--- src/logic/lmsel_defines.vh ---
// constants for the local memory address and chip select decoder
// Overview of operation
// - four address lines, nine chip select levels
// - stack top access uses pointer, not fields
// - micro register held, sixteen bits broadcast
// - decode source and sink group and select
// - addresses and selects formed under timing control
// - register move micro: group 3/2 to 2/2
// - decode effective only with run and not hold
// - logic register source asserts six first selects
// - logic register source drives address bits 1,0
// - transform register sink asserts six first selects
// - transform register sink drives address bit 1
// - stack words 0-7 first half, 8-15 second
// - source pop decrements after the read
// - sink push increments before the write
// - pointer top bit selects the stack half
// - processor clear zeroes both pointer halves
`ifndef LMSEL_DEFINES_VH
`define LMSEL_DEFINES_VH
`define MICRO_WIDTH        16
`define MICRO_RESET        16'h0000
`define OP_MSB             15
`define OP_LSB             12
`define OP_REG_MOVE        4'h1
`define OP_STACK_MOVE      4'h2
`define SRC_GROUP_MSB      11
`define SRC_GROUP_LSB      10
`define SRC_SELECT_MSB     9
`define SRC_SELECT_LSB     8
`define SNK_GROUP_MSB      7
`define SNK_GROUP_LSB      6
`define SNK_SELECT_MSB     5
`define SNK_SELECT_LSB     4
`define STK_DIR_BIT        11
`define STK_PAD_RIGHT_BIT  10
`define PAD_WORD_MSB       3
`define PAD_WORD_LSB       0
`define LOGIC_GROUP        2'h3
`define LOGIC_SELECT       2'h2
`define XFORM_GROUP        2'h2
`define XFORM_SELECT       2'h2
`define LOGIC_ADDR         4'h3
`define XFORM_ADDR         4'h2
`define FIRST_CS_ALL       6'h3f
`define SECOND_CS_ALL      3'h7
`define ADDR_RESET         4'h0
`define PTR_RESET          3'h0
`endif

--- src/logic/local_memory_select_decode.v ---
// local memory address line and chip select decoder
`include "lmsel_defines.vh"
module local_memory_select_decode (
   input  wire        clk,
   input  wire        rst_b,
   input  wire        micro_load,
   input  wire [15:0] micro_in,
   input  wire        run_state_level,
   input  wire        hold_inactive_level,
   input  wire        source_enable_level,
   input  wire        sink_enable_level,
   input  wire        processor_clear_pulse,
   output reg  [15:0] micro_operator_bus,
   output reg         local_mem_addr_bit_three,
   output reg         local_mem_addr_bit_two,
   output reg         local_mem_addr_bit_one,
   output reg         local_mem_addr_bit_zero,
   output reg  [5:0]  first_group_chip_selects,
   output reg  [2:0]  second_group_chip_selects,
   output reg         register_move_micro,
   output reg  [3:0]  stack_top_word,
   output reg         pointer_half_bit
);
   reg        src_prev_reg;
   reg        snk_prev_reg;
   reg        pop_pending_reg;

   wire [3:0] ptr_value;
   wire       ptr_half;

   wire       effective;
   wire [3:0] op;
   wire [1:0] src_group;
   wire [1:0] src_select;
   wire [1:0] snk_group;
   wire [1:0] snk_select;
   wire [3:0] pad_word;

   wire       is_reg_move;
   wire       is_stack_move;
   wire       stack_is_sink;
   wire       stack_is_source;
   wire       sink_start;
   wire       source_end;
   wire       count_up;
   wire       count_down;
   wire [3:0] push_ptr;

   reg  [3:0] addr_next;
   reg  [5:0] first_cs_next;
   reg  [2:0] second_cs_next;

   reg  [12:0] src_sel;
   reg  [12:0] snk_sel;

   // register address table: group 3/2 is logic, 2/2 is transform
   function [3:0] reg_addr;
      input [1:0] group;
      input [1:0] select;
      begin
         if (group == `LOGIC_GROUP && select == `LOGIC_SELECT)
            reg_addr = `LOGIC_ADDR;
         else if (group == `XFORM_GROUP && select == `XFORM_SELECT)
            reg_addr = `XFORM_ADDR;
         else
            reg_addr = {group, select};
      end
   endfunction

   // packs {addr, first cs, second cs}; upper groups live in first data
   function [12:0] reg_sel;
      input [1:0] group;
      input [1:0] select;
      begin
         if (group[1])
            reg_sel = {reg_addr(group, select), `FIRST_CS_ALL, 3'h0};
         else
            reg_sel = {reg_addr(group, select), 6'h00, `SECOND_CS_ALL};
      end
   endfunction

   // stack words 0-7 in first half, 8-15 in second
   function [12:0] stack_sel;
      input [3:0] ptr;
      begin
         if (ptr[3])
            stack_sel = {1'b0, ptr[2:0], 6'h00, `SECOND_CS_ALL};
         else
            stack_sel = {1'b0, ptr[2:0], `FIRST_CS_ALL, 3'h0};
      end
   endfunction

   // left pad is first data, right pad second data
   function [12:0] pad_sel;
      input       right;
      input [3:0] word;
      begin
         if (right)
            pad_sel = {word, 6'h00, `SECOND_CS_ALL};
         else
            pad_sel = {word, `FIRST_CS_ALL, 3'h0};
      end
   endfunction

   // micro register feeding the distribution bus
   always @(posedge clk) begin
      if (!rst_b)
         micro_operator_bus <= `MICRO_RESET;
      else if (micro_load && effective)
         micro_operator_bus <= micro_in;
   end

   // run and hold gate both the load and every decode below
   assign effective  = run_state_level & hold_inactive_level;
   assign op         = micro_operator_bus[`OP_MSB:`OP_LSB];
   assign src_group  = micro_operator_bus[`SRC_GROUP_MSB:`SRC_GROUP_LSB];
   assign src_select = micro_operator_bus[`SRC_SELECT_MSB:`SRC_SELECT_LSB];
   assign snk_group  = micro_operator_bus[`SNK_GROUP_MSB:`SNK_GROUP_LSB];
   assign snk_select = micro_operator_bus[`SNK_SELECT_MSB:`SNK_SELECT_LSB];
   assign pad_word   = micro_operator_bus[`PAD_WORD_MSB:`PAD_WORD_LSB];

   assign is_reg_move     = effective && (op == `OP_REG_MOVE);
   assign is_stack_move   = effective && (op == `OP_STACK_MOVE);
   assign stack_is_sink   = is_stack_move & micro_operator_bus[`STK_DIR_BIT];
   assign stack_is_source = is_stack_move & ~micro_operator_bus[`STK_DIR_BIT];

   // push on the first sink cycle, pop once the source window closes
   assign sink_start = sink_enable_level & ~snk_prev_reg;
   assign source_end = ~source_enable_level & src_prev_reg;
   assign count_up   = stack_is_sink & sink_start;
   assign count_down = pop_pending_reg & source_end & ~count_up;

   // the write must see the incremented value on the same cycle
   assign push_ptr = ptr_value + 4'h1;

   always @(posedge clk) begin
      if (!rst_b || processor_clear_pulse) begin
         src_prev_reg    <= 1'b0;
         snk_prev_reg    <= 1'b0;
         pop_pending_reg <= 1'b0;
      end else begin
         // enable history, so a long window counts only once
         src_prev_reg <= source_enable_level;
         snk_prev_reg <= sink_enable_level;
         if (source_enable_level && stack_is_source)
            pop_pending_reg <= 1'b1;
         else if (source_end)
            pop_pending_reg <= 1'b0;
      end
   end

   // pointer moves at most once per micro window
   stack_pointer u_stack_pointer (
      .clk                   (clk),
      .rst_b                 (rst_b),
      .processor_clear_pulse (processor_clear_pulse),
      .count_up              (count_up),
      .count_down            (count_down),
      .pointer_value         (ptr_value),
      .pointer_half_bit      (ptr_half),
      .low_carry_out         ()
   );

   // source and sink selections before timing gates them
   always @* begin
      src_sel = 13'h0000;
      snk_sel = 13'h0000;
      if (is_reg_move) begin
         src_sel = reg_sel(src_group, src_select);
         snk_sel = reg_sel(snk_group, snk_select);
      end else if (stack_is_source) begin
         // pop reads the old pointer; it moves when the window closes
         src_sel = stack_sel(ptr_value);
         snk_sel = pad_sel(micro_operator_bus[`STK_PAD_RIGHT_BIT], pad_word);
      end else if (stack_is_sink) begin
         src_sel = pad_sel(micro_operator_bus[`STK_PAD_RIGHT_BIT], pad_word);
         snk_sel = stack_sel(sink_start ? push_ptr : ptr_value);
      end
   end

   // source precedes sink; both enables together favour the source
   always @* begin
      addr_next      = `ADDR_RESET;
      first_cs_next  = 6'h00;
      second_cs_next = 3'h0;
      if (source_enable_level) begin
         addr_next      = src_sel[12:9];
         first_cs_next  = src_sel[8:3];
         second_cs_next = src_sel[2:0];
      end else if (sink_enable_level) begin
         addr_next      = snk_sel[12:9];
         first_cs_next  = snk_sel[8:3];
         second_cs_next = snk_sel[2:0];
      end
   end

   // registered outputs; lines follow the enables by one clock
   always @(posedge clk) begin
      if (!rst_b) begin
         local_mem_addr_bit_three  <= 1'b0;
         local_mem_addr_bit_two    <= 1'b0;
         local_mem_addr_bit_one    <= 1'b0;
         local_mem_addr_bit_zero   <= 1'b0;
         first_group_chip_selects  <= 6'h00;
         second_group_chip_selects <= 3'h0;
         register_move_micro       <= 1'b0;
         stack_top_word            <= 4'h0;
         pointer_half_bit          <= 1'b0;
      end else begin
         local_mem_addr_bit_three  <= addr_next[3];
         local_mem_addr_bit_two    <= addr_next[2];
         local_mem_addr_bit_one    <= addr_next[1];
         local_mem_addr_bit_zero   <= addr_next[0];
         first_group_chip_selects  <= first_cs_next;
         second_group_chip_selects <= second_cs_next;
         register_move_micro       <= is_reg_move;
         // shows the pointer a cycle late; clear reads zero here too
         stack_top_word            <= processor_clear_pulse ? 4'h0 : ptr_value;
         pointer_half_bit          <= processor_clear_pulse ? 1'b0 : ptr_half;
      end
   end
endmodule // local_memory_select_decode

--- src/logic/stack_pointer.v ---
// stack pointer built from two three-bit counting halves
`include "lmsel_defines.vh"
module stack_pointer (
   input  wire       clk,
   input  wire       rst_b,
   input  wire       processor_clear_pulse,
   input  wire       count_up,
   input  wire       count_down,
   output wire [3:0] pointer_value,
   output wire       pointer_half_bit,
   output wire       low_carry_out
);
   reg [2:0] low_reg;
   reg [2:0] high_reg;
   reg [2:0] low_next;
   reg [2:0] high_next;

   // carry or borrow sensed without a clock, as the halves chain
   assign low_carry_out = (count_up & (low_reg == 3'h7)) |
                          (count_down & (low_reg == 3'h0));

   always @* begin
      low_next  = low_reg;
      high_next = high_reg;
      if (count_up) begin
         low_next  = low_reg + 3'h1;
         high_next = low_carry_out ? high_reg + 3'h1 : high_reg;
      end else if (count_down) begin
         low_next  = low_reg - 3'h1;
         high_next = low_carry_out ? high_reg - 3'h1 : high_reg;
      end
   end

   always @(posedge clk) begin
      if (!rst_b || processor_clear_pulse) begin
         low_reg  <= `PTR_RESET;
         high_reg <= `PTR_RESET;
      end else begin
         low_reg  <= low_next;
         high_reg <= high_next;
      end
   end

   // only bit zero of the upper half is used: sixteen stack words
   assign pointer_value    = {high_reg[0], low_reg};
   assign pointer_half_bit = high_reg[0];
endmodule // stack_pointer

--- config.mk ---
export PLATFORM = sky130hd
export DESIGN_NAME = local_memory_select_decode
export DESIGN_NICKNAME = d
export VERILOG_FILES = /design/src/logic/local_memory_select_decode.v /design/src/logic/stack_pointer.v
export VERILOG_INCLUDE_DIRS = /design/src /design/src/logic
export SDC_FILE = /design/constraint.sdc
export NUM_CORES = 1
export LEC_CHECK = 0
export BUFFER_PORTS_ARGS = -buffer_cell sky130_fd_sc_hd__buf_4
export CELL_PAD_IN_SITES_DETAIL_PLACEMENT = 0
export CELL_PAD_IN_SITES_GLOBAL_PLACEMENT = 2
export CORE_UTILIZATION = 28
export DETAILED_ROUTE_END_ITERATION = 16
export HOLD_SLACK_MARGIN = 0.03
export PLACE_DENSITY_LB_ADDON = 0.3
export SYNTH_ARGS = -nofsm -noshare
export SYNTH_HDL_FRONTEND = slang
export SYNTH_HIERARCHICAL = 1
export SYNTH_SLANG_ARGS = --single-unit
export TNS_END_PERCENT = 10
--- constraint.sdc ---
create_clock -name clk -period 2.63 [get_ports clk]
set_input_delay 0.1315 -clock clk [delete_from_list [all_inputs] [get_ports clk]]
set_output_delay 0.1315 -clock clk [all_outputs]
set_load 0.005 [all_outputs]
Yosys cells after proc, flatten, opt, wreduce, memory -nomap -nowiden
Cells that the tools add are included.

Word-level logic and storage cells: 94. Register bits: 44.

Reduce and logical (&&, ||, !) cells: 15. Equality and inequality tests: 9. Muxes and demuxes: 34. Bitwise gates (word level): 16. Add/subtract/negate cells: 5.

Operators with widths (number): $mux 13 (7); $mux 3 (11); $mux 4 (8); $mux 9 (3); $eq 2x2->1 const B (6); $mux 12 (1); $mux 6 (2); $and 1x1->1 (10); $logic_and 1x1->1 (8); $add 3x1->3 const B (2); $sub 3x1->3 const B (2); $not 1->1 (5); $add 4x1->4 const B (1); $eq 4x1->1 const B (1); $eq 4x2->1 const B (1); $reduce_bool 2->1 (2); $eq 3x3->1 const B (1); $logic_not 3->1 (1); $mux 1 (2); $reduce_and 2->1 (1); $reduce_or 2->1 (1); $logic_not 1->1 (1); $logic_or 1x1->1 (1); $or 1x1->1 (1).

Logic depth before layout (Yosys ltp)
Gate-level depths: netlist of the first run.

Depth in word-level cells: 11. Mapped depth: 9. Gate-level depth less buffers: 8.

Cells and area by module
The synthesis of the first run kept the hierarchy.

Modules (own cells, without submodules): local_memory_select_decode (cells each 185, area each 1576.5 um^2, instances 1); stack_pointer (cells each 25, area each 222.7 um^2, instances 1).

Worst setup path before layout of the first run
OpenSTA, ideal clock, no wires.

Path type: register -> register. Start point: reg micro_operator_bus[14]. End point: reg u_stack_pointer.low_reg[2]. Arrival time: 2.345 ns. Library setup time: 0.070 ns. Period minus slack after synthesis: 2.415 ns. Stages on the path, launching flop included: 10. Data required time: 2.560 ns. Slack: 0.215 ns. Cells stage by stage: dfxtp_1 > and4bb_1 > buf_6 > nand2_4 > nor2_1 > inv_1 > fa_1 > or3b_2 > a21o_1 > a21oi_1.

Cells in the longest elaborated chain, start to end: 7. Elaborated cells between the ends (all ways): 8. Classes of those cells: eq/ne: 1; mux: 1; bitwise: 4; reduce/logical: 2.

RTL lines: start: declaration (line local_memory_select_decode.v:13) `output reg [15:0] micro_operator_bus,`; start signal: assignment (line local_memory_select_decode.v:108) `` micro_operator_bus <= `MICRO_RESET; ``; start signal: assignment (line local_memory_select_decode.v:110) `micro_operator_bus <= micro_in;`; $eq 4x2->1 (no source line) (*); $logic_and 1x1->1 (*) (line local_memory_select_decode.v:123) `` assign is_stack_move = effective && (op == `OP_STACK_MOVE); ``; $and 1x1->1 (*) (line local_memory_select_decode.v:124) `` assign stack_is_sink = is_stack_move & micro_operator_bus[`STK_DIR_BIT]; ``; $and 1x1->1 (*) (line local_memory_select_decode.v:130) `assign count_up = stack_is_sink & sink_start;`; via count_up (line local_memory_select_decode.v:45) `wire count_up;`; $not 1->1 (line local_memory_select_decode.v:131) `assign count_down = pop_pending_reg & source_end & ~count_up;`; $and 1x1->1 (line local_memory_select_decode.v:131); $reduce_bool 2->1 (no source line); end signal: assignment (line stack_pointer.v:36) `` low_reg <= `PTR_RESET; ``; end signal: assignment (line stack_pointer.v:39) `low_reg <= low_next;`; end: declaration (line stack_pointer.v:13) `reg [2:0] low_reg;`.

The timed path passes the listed nets; every way through them passes the cells marked *. A chain may end at the register's enable or synchronous reset.

Worst setup path after layout of the first run
Start point: reg micro_operator_bus[13]. End point: reg u_stack_pointer.low_reg[2].

The elaborated chain is that of the path after synthesis.

==> results_dict.tcl, run 1 <==
set metrics [dict create \
    drive_gt1_share_pct 30.77 \
    p_sw_uw 255.1 \
    min_to "micro_operator_bus[12]" \
    grtUsageMet3_pct 3.222 \
    reg2reg_to "u_stack_pointer/low_reg[2]" \
    fp.dieH_um 82.08 \
    top_usage_layer "met1" \
    crit_type "register to register" \
    fin_skew_ns 0.004790 \
    clkTransAtPathRegs_ns 0.07 \
    dpl.hpwl_um 3301 \
    multiInputGateArea_um2 967.2 \
    fmax_mhz 422.2 \
    synth_nets 235 \
    dr.pass1.iters 4 \
    required_ns 2.86 \
    r2r-start "micro_operator_bus[13]" \
    start_util_pct 29.62 \
    cts_hold_buffers 0 \
    clk_path_buf_depth 2 \
    relSlewSlack_pct 56.16 \
    cts_root_buf "clkbuf_8" \
    rr_worst_depth 8 \
    cts_tree "built" \
    setup_viol 0 \
    avgSynthCellArea_um2 8.591 \
    finalHoldViolations 0 \
    largest_reg_flops 16 \
    gp_congestion 0.7645 \
    drc_errors 0 \
    io_buffers 58 \
    final_cells 335 \
    clock_power_share_pct 40.0 \
    grt_use_met1_pct 22.63 \
    grt_setup_unrepaired "no" \
    nets 285 \
    fillers 653 \
    synth_cells 209 \
    comb_power_share_pct 9.3 \
    r2r_setup_slack_ns 0.26 \
    fp.dieArea_um2 6736 \
    yosys_warnings 6 \
    grt_overflow 0 \
    fin_crit_ns 2.368 \
    netSwitchingFraction_pct 23.48 \
    p_total_uw 1087 \
    netlist_area_um2 1795 \
    cp-start-kind "register" \
    p_per_area_nw_per_um2 466.1 \
    cts.htree.levels 2 \
    whs_path_depth 3 \
    vias 1595 \
    area_growth_pct 29.83 \
    cap_violations 0 \
    pre_cts_slack_ns 0.1651 \
    critPathCaptureType "register" \
    worst_slew_pin_slew_ns 0.6558 \
    p_leak_uw 0.0009411 \
    fin_ws_ns 0.2616 \
    antenna_left 0 \
    core-area_um2 6061 \
    hold_class "input pin to register" \
    use_met2_pct 22.23 \
    seq_power_share_pct 50.7 \
    grt_start_max_net_pins 28 \
    worstPathMaxFanout 7 \
    antenna_found_initial 0 \
    num_antenna_cells 0 \
    seq_area_um2 700.7 \
    insertion_delay_ns 0.29 \
    place_inst 327 \
    grt_pass1_wl_um 7845 \
    vias_per_cell 4.761 \
    hp-start "micro_in[12]" \
    numClockSinks 35 \
    final.setup.tns_ns 0 \
    drt_iter0_drc 81 \
    grt_use_total_pct 16.01 \
    wl_per_cell_um 13.94 \
    ir_drop_mv 0.2519 \
    num_io_pins 59 \
    rows 28 \
    crit_arrival_ns 2.59 \
    cts_buffers 5 \
    drt-total-wl_um 4669 \
    final-max-slew-violation-count 0 \
    status "completed" \
    grt_pass1_vias 1496 \
    die-width_um 82.08 \
    p_int_uw 831.4 \
    min_period_over_period_pct 90.05 \
]
[final cells by class]
type	instances	share of cell area [%]
inverters	3	0.4831
clock buffers	8	4.294
repair buffers	61	19.65
flip-flops and latches	35	30.06
well taps	75	4.026
multi-input cells	153	41.49
[placed cells by master, fill, tap and decap left out, types with 3 or more instances in the layout]
cell / n
clkbuf_8: 7
o21ai_0: 3
dfxtp_1: 35
a21boi_0: 16
mux2i_1: 4
a211o_1: 3
nand3_1: 11
nand2b_1: 3
inv_1: 3
a21oi_1: 6
nor2_1: 8
and2_1: 7
o22ai_1: 3
nand2_1: 41
buf_4: 61
a211oi_1: 3
nor3_1: 3
[routing by layer]
metal	wire, um	vias up
met3	177	7
li1	-	827
met1	2303	724
met5	0	-
met4	114	0
met2	2074	37
[power by group through the flow]
stage / clock (uW) / sequential (uW) / combinational, uW
after floorplan: 0 / 561 / 49.6
after global placement: 0 / 562 / 103
after detailed placement: 0 / 563 / 103
after CTS: 453 / 550 / 103
after global routing: 472 / 552 / 114
final: 435 / 550 / 102
[repair_timing]
item | in CTS | in global routing
gates resized for setup | 0 | 1
endpoints found under the setup margin | 0 | 1
endpoints found under the hold margin | 0 | 0
buffers inserted | 0 | 0
[how the worst max path moves through the flow]
stage          depth (start not counted)                   start  slack (ns)                    endpoint
4_1_cts                                8  micro_operator_bus[13]        0.14  u_stack_pointer/low_reg[2]
5_1_grt                                8  micro_operator_bus[13]        0.12  u_stack_pointer/low_reg[2]
6_report                               8  micro_operator_bus[13]        0.26  u_stack_pointer/low_reg[2]
3_3_place_gp                           8  micro_operator_bus[14]        0.21  u_stack_pointer/low_reg[2]
3_5_place_dp                           8  micro_operator_bus[14]        0.17  u_stack_pointer/low_reg[2]
2_1_floorplan                          9  micro_operator_bus[14]        0.22  u_stack_pointer/low_reg[2]
[worst max-delay path, stage by stage, from the launching register on]
cell and delay [ns]:
dfxtp_1 0.38, nor2b_1 0.27, nand2_4 0.11, nor2_2 0.24
inv_1 0.10, fa_1 0.43, or3b_2 0.49, a21o_1 0.16
a21oi_1 0.12
[per-stage QoR]
step | utilization (%) | cell area (um^2) | hold slack, ns
global route | 38.46 | 2331 | 0.09048
detailed placement | 36.77 | 2228 | 0.4021
global placement | 36.77 | 2228 | 0.3998
finish | 38.46 | 2331 | 0.09125
floorplan | - | 1795 | 0.2532
CTS | 38.42 | 2328 | 0.08465
(Power assumes the default switching activity.)
==> run 2, diff against run 1 <==
--- a/config.mk
+++ b/config.mk
@@ -6,10 +6,11 @@
 export SDC_FILE = /design/constraint.sdc
 export NUM_CORES = 1
 export LEC_CHECK = 0
-export BUFFER_PORTS_ARGS = -buffer_cell sky130_fd_sc_hd__buf_4
+export ABC_AREA = 1
+export BUFFER_PORTS_ARGS = -buffer_cell sky130_fd_sc_hd__buf_2
 export CELL_PAD_IN_SITES_DETAIL_PLACEMENT = 0
 export CELL_PAD_IN_SITES_GLOBAL_PLACEMENT = 2
-export CORE_UTILIZATION = 28
+export CORE_UTILIZATION = 27
 export DETAILED_ROUTE_END_ITERATION = 16
 export HOLD_SLACK_MARGIN = 0.03
 export PLACE_DENSITY_LB_ADDON = 0.3
==> results_dict.tcl, run 2 <==
set metrics [dict create \
    crit_type "register to register" \
    antenna_found_initial 0 \
    cts_buffers 5 \
    hold_slack_ns 0.1088 \
    grt_overflow 0 \
    cp-startpoint "micro_operator_bus[12]" \
    final-max-slew-violation-count 0 \
    avgSynthCellArea_um2 7.362 \
    slowest_delay_ns 0.42 \
    min_period_over_period_pct 77.19 \
    synth_cells 250 \
    cts_root_buf "clkbuf_8" \
    worstPathMaxFanout 9 \
    num_io_pins 59 \
    start_util_pct 28.50 \
    cts.htree.levels 2 \
    netlist_area_um2 1841 \
    ctsResizeCount 0 \
    cap_violations 0 \
    worst_slew_pin_slew_ns 0.3871 \
    crit_arrival_ns 2.21 \
    drc_errors 0 \
    clkTransAtPathRegs_ns 0.07 \
    wl_per_cell_um 12.27 \
    rows 29 \
    core-area_um2 6459 \
    fp.dieArea_um2 7151 \
    critPathCaptureType "register" \
    p_per_area_nw_per_um2 465.7 \
    insertion_delay_ns 0.28 \
    fillers 726 \
    fin_crit_ns 2.030 \
    die-width_um 84.57 \
    clock_power_share_pct 36.6 \
    mostFrequentLayoutCells "buf_2, nand2_1, dfxtp_1, a21oi_1, nand3_1" \
    io_buffers 58 \
    grt_use_total_pct 13.67 \
    hp-start "micro_in[7]" \
    r2r-start "micro_operator_bus[12]" \
    ir_drop_mv 0.2040 \
    grt_setup_unrepaired "no" \
    crit_buf_inv 2 \
    fmax_mhz 492.6 \
    place_area_um2 2136 \
    area_growth_pct 20.46 \
    netSwitchingFraction_pct 25.80 \
    fp.dieH_um 84.57 \
    p_leak_uw 0.001068 \
    cts_tree "built" \
    numClockSinks 35 \
    seq_power_share_pct 53.6 \
    p_sw_uw 266.4 \
    cpLargestDelayFamily "simple AND/OR/NAND/NOR gates" \
    comb_power_share_pct 9.8 \
    synth_nets 276 \
    drt_iter0_drc 84 \
    relSlewSlack_pct 74.10 \
    yosys_warnings 6 \
    antenna_left 0 \
    final.setup.tns_ns 0 \
    dpl.hpwl_um 3589 \
    finalHoldViolations 0 \
    num_antenna_cells 0 \
    layout_commonest_cell "buf_2" \
    hold_class "input pin to register" \
    slowest_stage "fa_1" \
    grt_start_max_net_pins 24 \
    cts_setup_buffers 0 \
    p_int_uw 766.1 \
    final_cell_area_um2 2217 \
    vias 1711 \
    nets 327 \
    clk_path_buf_depth 2 \
    required_ns 2.81 \
    drive_gt1_share_pct 30.79 \
    cp-start-kind "register" \
    worstPathCellList "nor2_2 > nand3_4 > nor2_8 > nand2_1 > inv_1 > inv_2 > fa_1 > o21bai_1 > a21oi_1 > nor2_1" \
    fin_skew_ns 0.002021 \
    grt_pass1_wl_um 7638 \
    grt_pass1_vias 1585 \
    vias_per_cell 4.515 \
    status "completed" \
    cts_hold_buffers 0 \
    largest_reg_flops 16 \
    gp_congestion 0.7196 \
    dr.pass1.iters 4 \
    drt-total-wl_um 4649 \
    setup_viol 0 \
]
run 2: changes by cell type in the layout (fill, tap and decap cells not counted), sizes merged, moves of 4 or more:
cell and delta:
inv +27, a21oi +23, nand3 +19, nand2 +18, a21boi -17, nor2 +15
o21ai +12, and2 -7, mux2i -4
run 2: area by class of cell:
type,instances,area [um^2],share of cell area [%]
tap,77,96.34,4.345
clock buffer,7,76.32,3.442
timing repair buffer,60,305.3,13.77
multi-input combinational,169,913.4,41.20
inverter,30,120.1,5.418
clock inverter,1,5.005,0.2257
sequential,35,700.7,31.60
run 2: per-stage QoR:
stage	instances	power, uW	worst slack (ns)	utilization [%]
CTS	379	1046	0.5958	34.33
detailed placement	371	668.1	0.6071	33.07
global route	379	1082	0.3638	34.33
global placement	371	669.0	0.6353	33.07
finish	379	1032	0.6000	34.33
floorplan	250	625.0	0.7285	-
run 2: path summary, 6_finish.rpt:
| kind | end | slack, ns | cells past startpoint |
|---|---|---|---|
| worst max-delay path | u_stack_pointer/low_reg[2] | 0.60 | 10 |
| worst min-delay path | micro_operator_bus[7] | 0.11 | 3 |
| worst max register to register | u_stack_pointer/low_reg[2] | 0.60 | 10 |
| worst min register to register | pop_pending_reg | 0.47 | 2 |
run 2: worst register-to-register path, stage by stage, from the launching register on:
cell and delay, ns:
dfxtp_1 0.35, nor2_2 0.16, nand3_4 0.16, nor2_8 0.18, nand2_1 0.09, inv_1 0.11
inv_2 0.07, fa_1 0.43, o21bai_1 0.18, a21oi_1 0.14, nor2_1 0.06
run 2: power by group through the flow:
stage               Combinational (uW)  Clock [uW]  Sequential [uW]
finish                             101         378              553
global route                       113         414              554
CTS                                103         390              553
detailed placement                 103           0              565
global placement                   104           0              565
floorplan                         60.9           0              564
run 2: layer usage:
| layer | part of all wire, % | wire, um | vias to the layer above | GRT usage [%] |
|---|---|---|---|---|
| met5 | 0 | 0 | - | 0 |
| met4 | 1.2 | 55 | 0 | 3.698 |
| met3 | 4.6 | 212 | 5 | 3.540 |
| met2 | 47 | 2185 | 39 | 22.76 |
| met1 | 47 | 2194 | 764 | 17.53 |
| li1 | - | - | 903 | - |
==> run 3, diff against run 2 <==
==> constraint.sdc (replaced) <==
create_clock -name clk -period 1.9 [get_ports clk]
set_input_delay 0.095 -clock clk [delete_from_list [all_inputs] [get_ports clk]]
set_output_delay 0.095 -clock clk [all_outputs]
set_load 0.005 [all_outputs]
==> results_dict.tcl, run 3 (synthesis gave the netlist of run 2 again) <==
set metrics [dict create \
    seq_area_um2 706.9 \
    cts_hold_buffers 0 \
    fin_skew_ns 0.008639 \
    drt_iter0_drc 48 \
    slowest_delay_ns 0.38 \
    drive_gt1_share_pct 34.53 \
    cp-start-kind "register" \
    dpl.hpwl_um 3656 \
    slowest_stage "fa_2" \
    cts_tree "built" \
    area_growth_pct 24.61 \
    place_inst 374 \
    setup_viol 0 \
    fin_ws_ns 0.1463 \
    dr.pass1.iters 10 \
    min_period_over_period_pct 92.30 \
    cpLargestDelayFamily "simple AND/OR/NAND/NOR gates" \
    cap_violations 0 \
    worst_slew_pin_slew_ns 0.4025 \
    grt_pass1_vias 1622 \
    ir_drop_mv 0.2309 \
    grt_use_total_pct 14.46 \
    insertion_delay_ns 0.29 \
    fp.dieArea_um2 7151 \
    drt-total-wl_um 4762 \
    antenna_left 0 \
    status "finished, violations left" \
    crit_arrival_ns 1.94 \
    num_io_pins 59 \
    final-max-slew-violation-count 0 \
    multiInputGateArea_um2 932.1 \
    grt_use_met1_pct 18.20 \
    drc_errors 2 \
    p_sw_uw 362.8 \
    grt_setup_unrepaired "no" \
    rows 29 \
    fin_crit_ns 1.754 \
    final_cell_area_um2 2293 \
    hold_class "input pin to register" \
    clock_power_share_pct 37.3 \
    r2r_setup_slack_ns 0.15 \
    worstPathCellList "nor2_4 > nand3_4 > nor2_8 > nand2_1 > inv_2 > inv_2 > fa_2 > o21bai_4 > a21oi_1 > nor2_1" \
    finalHoldViolations 0 \
    vias 1745 \
    numClockSinks 35 \
    die-width_um 84.57 \
    cts.htree.levels 2 \
    p_leak_uw 0.001106 \
    top_usage_layer "met2" \
    grt_start_max_net_pins 24 \
    cp.depth 10 \
    grt_overflow 0 \
    layout_commonest_cell "buf_2" \
    critPathCaptureType "register" \
    worstPathMaxFanout 4 \
    cts_root_buf "clkbuf_8" \
    largest_reg_flops 16 \
    rr_worst_depth 10 \
    pre_cts_slack_ns 0.05886 \
    required_ns 2.09 \
    fmax_mhz 570.2 \
    comb_power_share_pct 10.1 \
    p_int_uw 1091 \
    antenna_found_initial 0 \
    io_buffers 58 \
    crit_buf_inv 2 \
    grtUsageMet3_pct 3.638 \
    grt_pass1_wl_um 7948 \
    crit_type "register to register" \
    failed_checks "DRC" \
    p_per_area_nw_per_um2 634.1 \
    vias_per_cell 4.544 \
    netSwitchingFraction_pct 24.95 \
    whs_path_depth 3 \
    crit_top_cell "inv_2" \
    fillers 754 \
    final_cells 384 \
    wl_per_cell_um 12.40 \
    clk_path_buf_depth 2 \
    num_antenna_cells 0 \
    clkTransAtPathRegs_ns 0.07 \
    use_met2_pct 23.80 \
    place_area_um2 2163 \
    cts_buffers 5 \
    gp_congestion 0.7597 \
    start_util_pct 28.50 \
    relSlewSlack_pct 73.07 \
    core-area_um2 6459 \
    seq_power_share_pct 52.6 \
    nets 333 \
    final.setup.tns_ns 0 \
    fp.dieH_um 84.57 \
    mostFrequentLayoutCells "buf_2, nand2_1, dfxtp_1, a21oi_1, nand3_1" \
]
[run 3: cell count changes in the layout (fill, tap and decap cells not counted), moves of 2 or more]
cell | before | now
dfxtp_2 | 0 | 2
buf_4 | 2 | 8
dfxtp_1 | 35 | 32
clkbuf_1 | 2 | 0
[run 3: stage by stage]
| stage | utilization [%] | hold slack [ns] | total power [uW] |
|---|---|---|---|
| floorplan | - | 0.2334 | 866.2 |
| global placement | 33.49 | 0.3681 | 929.7 |
| detailed placement | 33.49 | 0.3689 | 928.9 |
| CTS | 34.85 | 0.06444 | 1481 |
| global route | 35.51 | 0.06924 | 1533 |
| finish | 35.51 | 0.07000 | 1454 |
[run 3: cell type report]
type	count	share of cell area, %
Inverter	30	5.237
Multi-Input combinational cell	169	40.64
Clock buffer	6	3.601
Timing Repair Buffer	66	15.28
Tap cell	77	4.201
Clock inverter	1	0.2182
Sequential cell	35	30.82
[run 3: worst reg2reg max path, cell delays in order, from the launching register on]
cell      delay, ns
dfxtp_4        0.36
nor2_4         0.13
nand3_4        0.10
nor2_8         0.12
nand2_1        0.08
inv_2          0.07
inv_2          0.05
fa_2           0.38
o21bai_4       0.18
a21oi_1        0.13
nor2_1         0.05
[run 3: timing repair]
item	CTS	global route
endpoints found under the setup margin	0	1
resized for setup	0	6
buffers inserted	0	3
[run 3: power groups by stage]
stage / registers [uW] / logic, uW / clock network (uW)
after floorplan: 781 / 85.0 / 0
after global placement: 782 / 147 / 0
after detailed placement: 783 / 146 / 0
after CTS: 766 / 147 / 569
after global routing: 767 / 165 / 600
final: 765 / 146 / 543
[run 3: routing by layer]
layer | up-vias | wire, um | share of wire (%)
met3 | 4 | 207 | 4.3
met5 | - | 0 | 0
met4 | 0 | 71 | 1.5
met1 | 789 | 2239 | 47
met2 | 35 | 2244 | 47
li1 | 917 | - | -
[run 3: path summary, 6_finish.rpt]
path                                             start                          to
worst max-delay path            micro_operator_bus[14]  u_stack_pointer/low_reg[2]
worst min-delay path                      micro_in[12]      micro_operator_bus[12]
worst max register to register  micro_operator_bus[14]  u_stack_pointer/low_reg[2]
worst min register to register         pop_pending_reg             pop_pending_reg
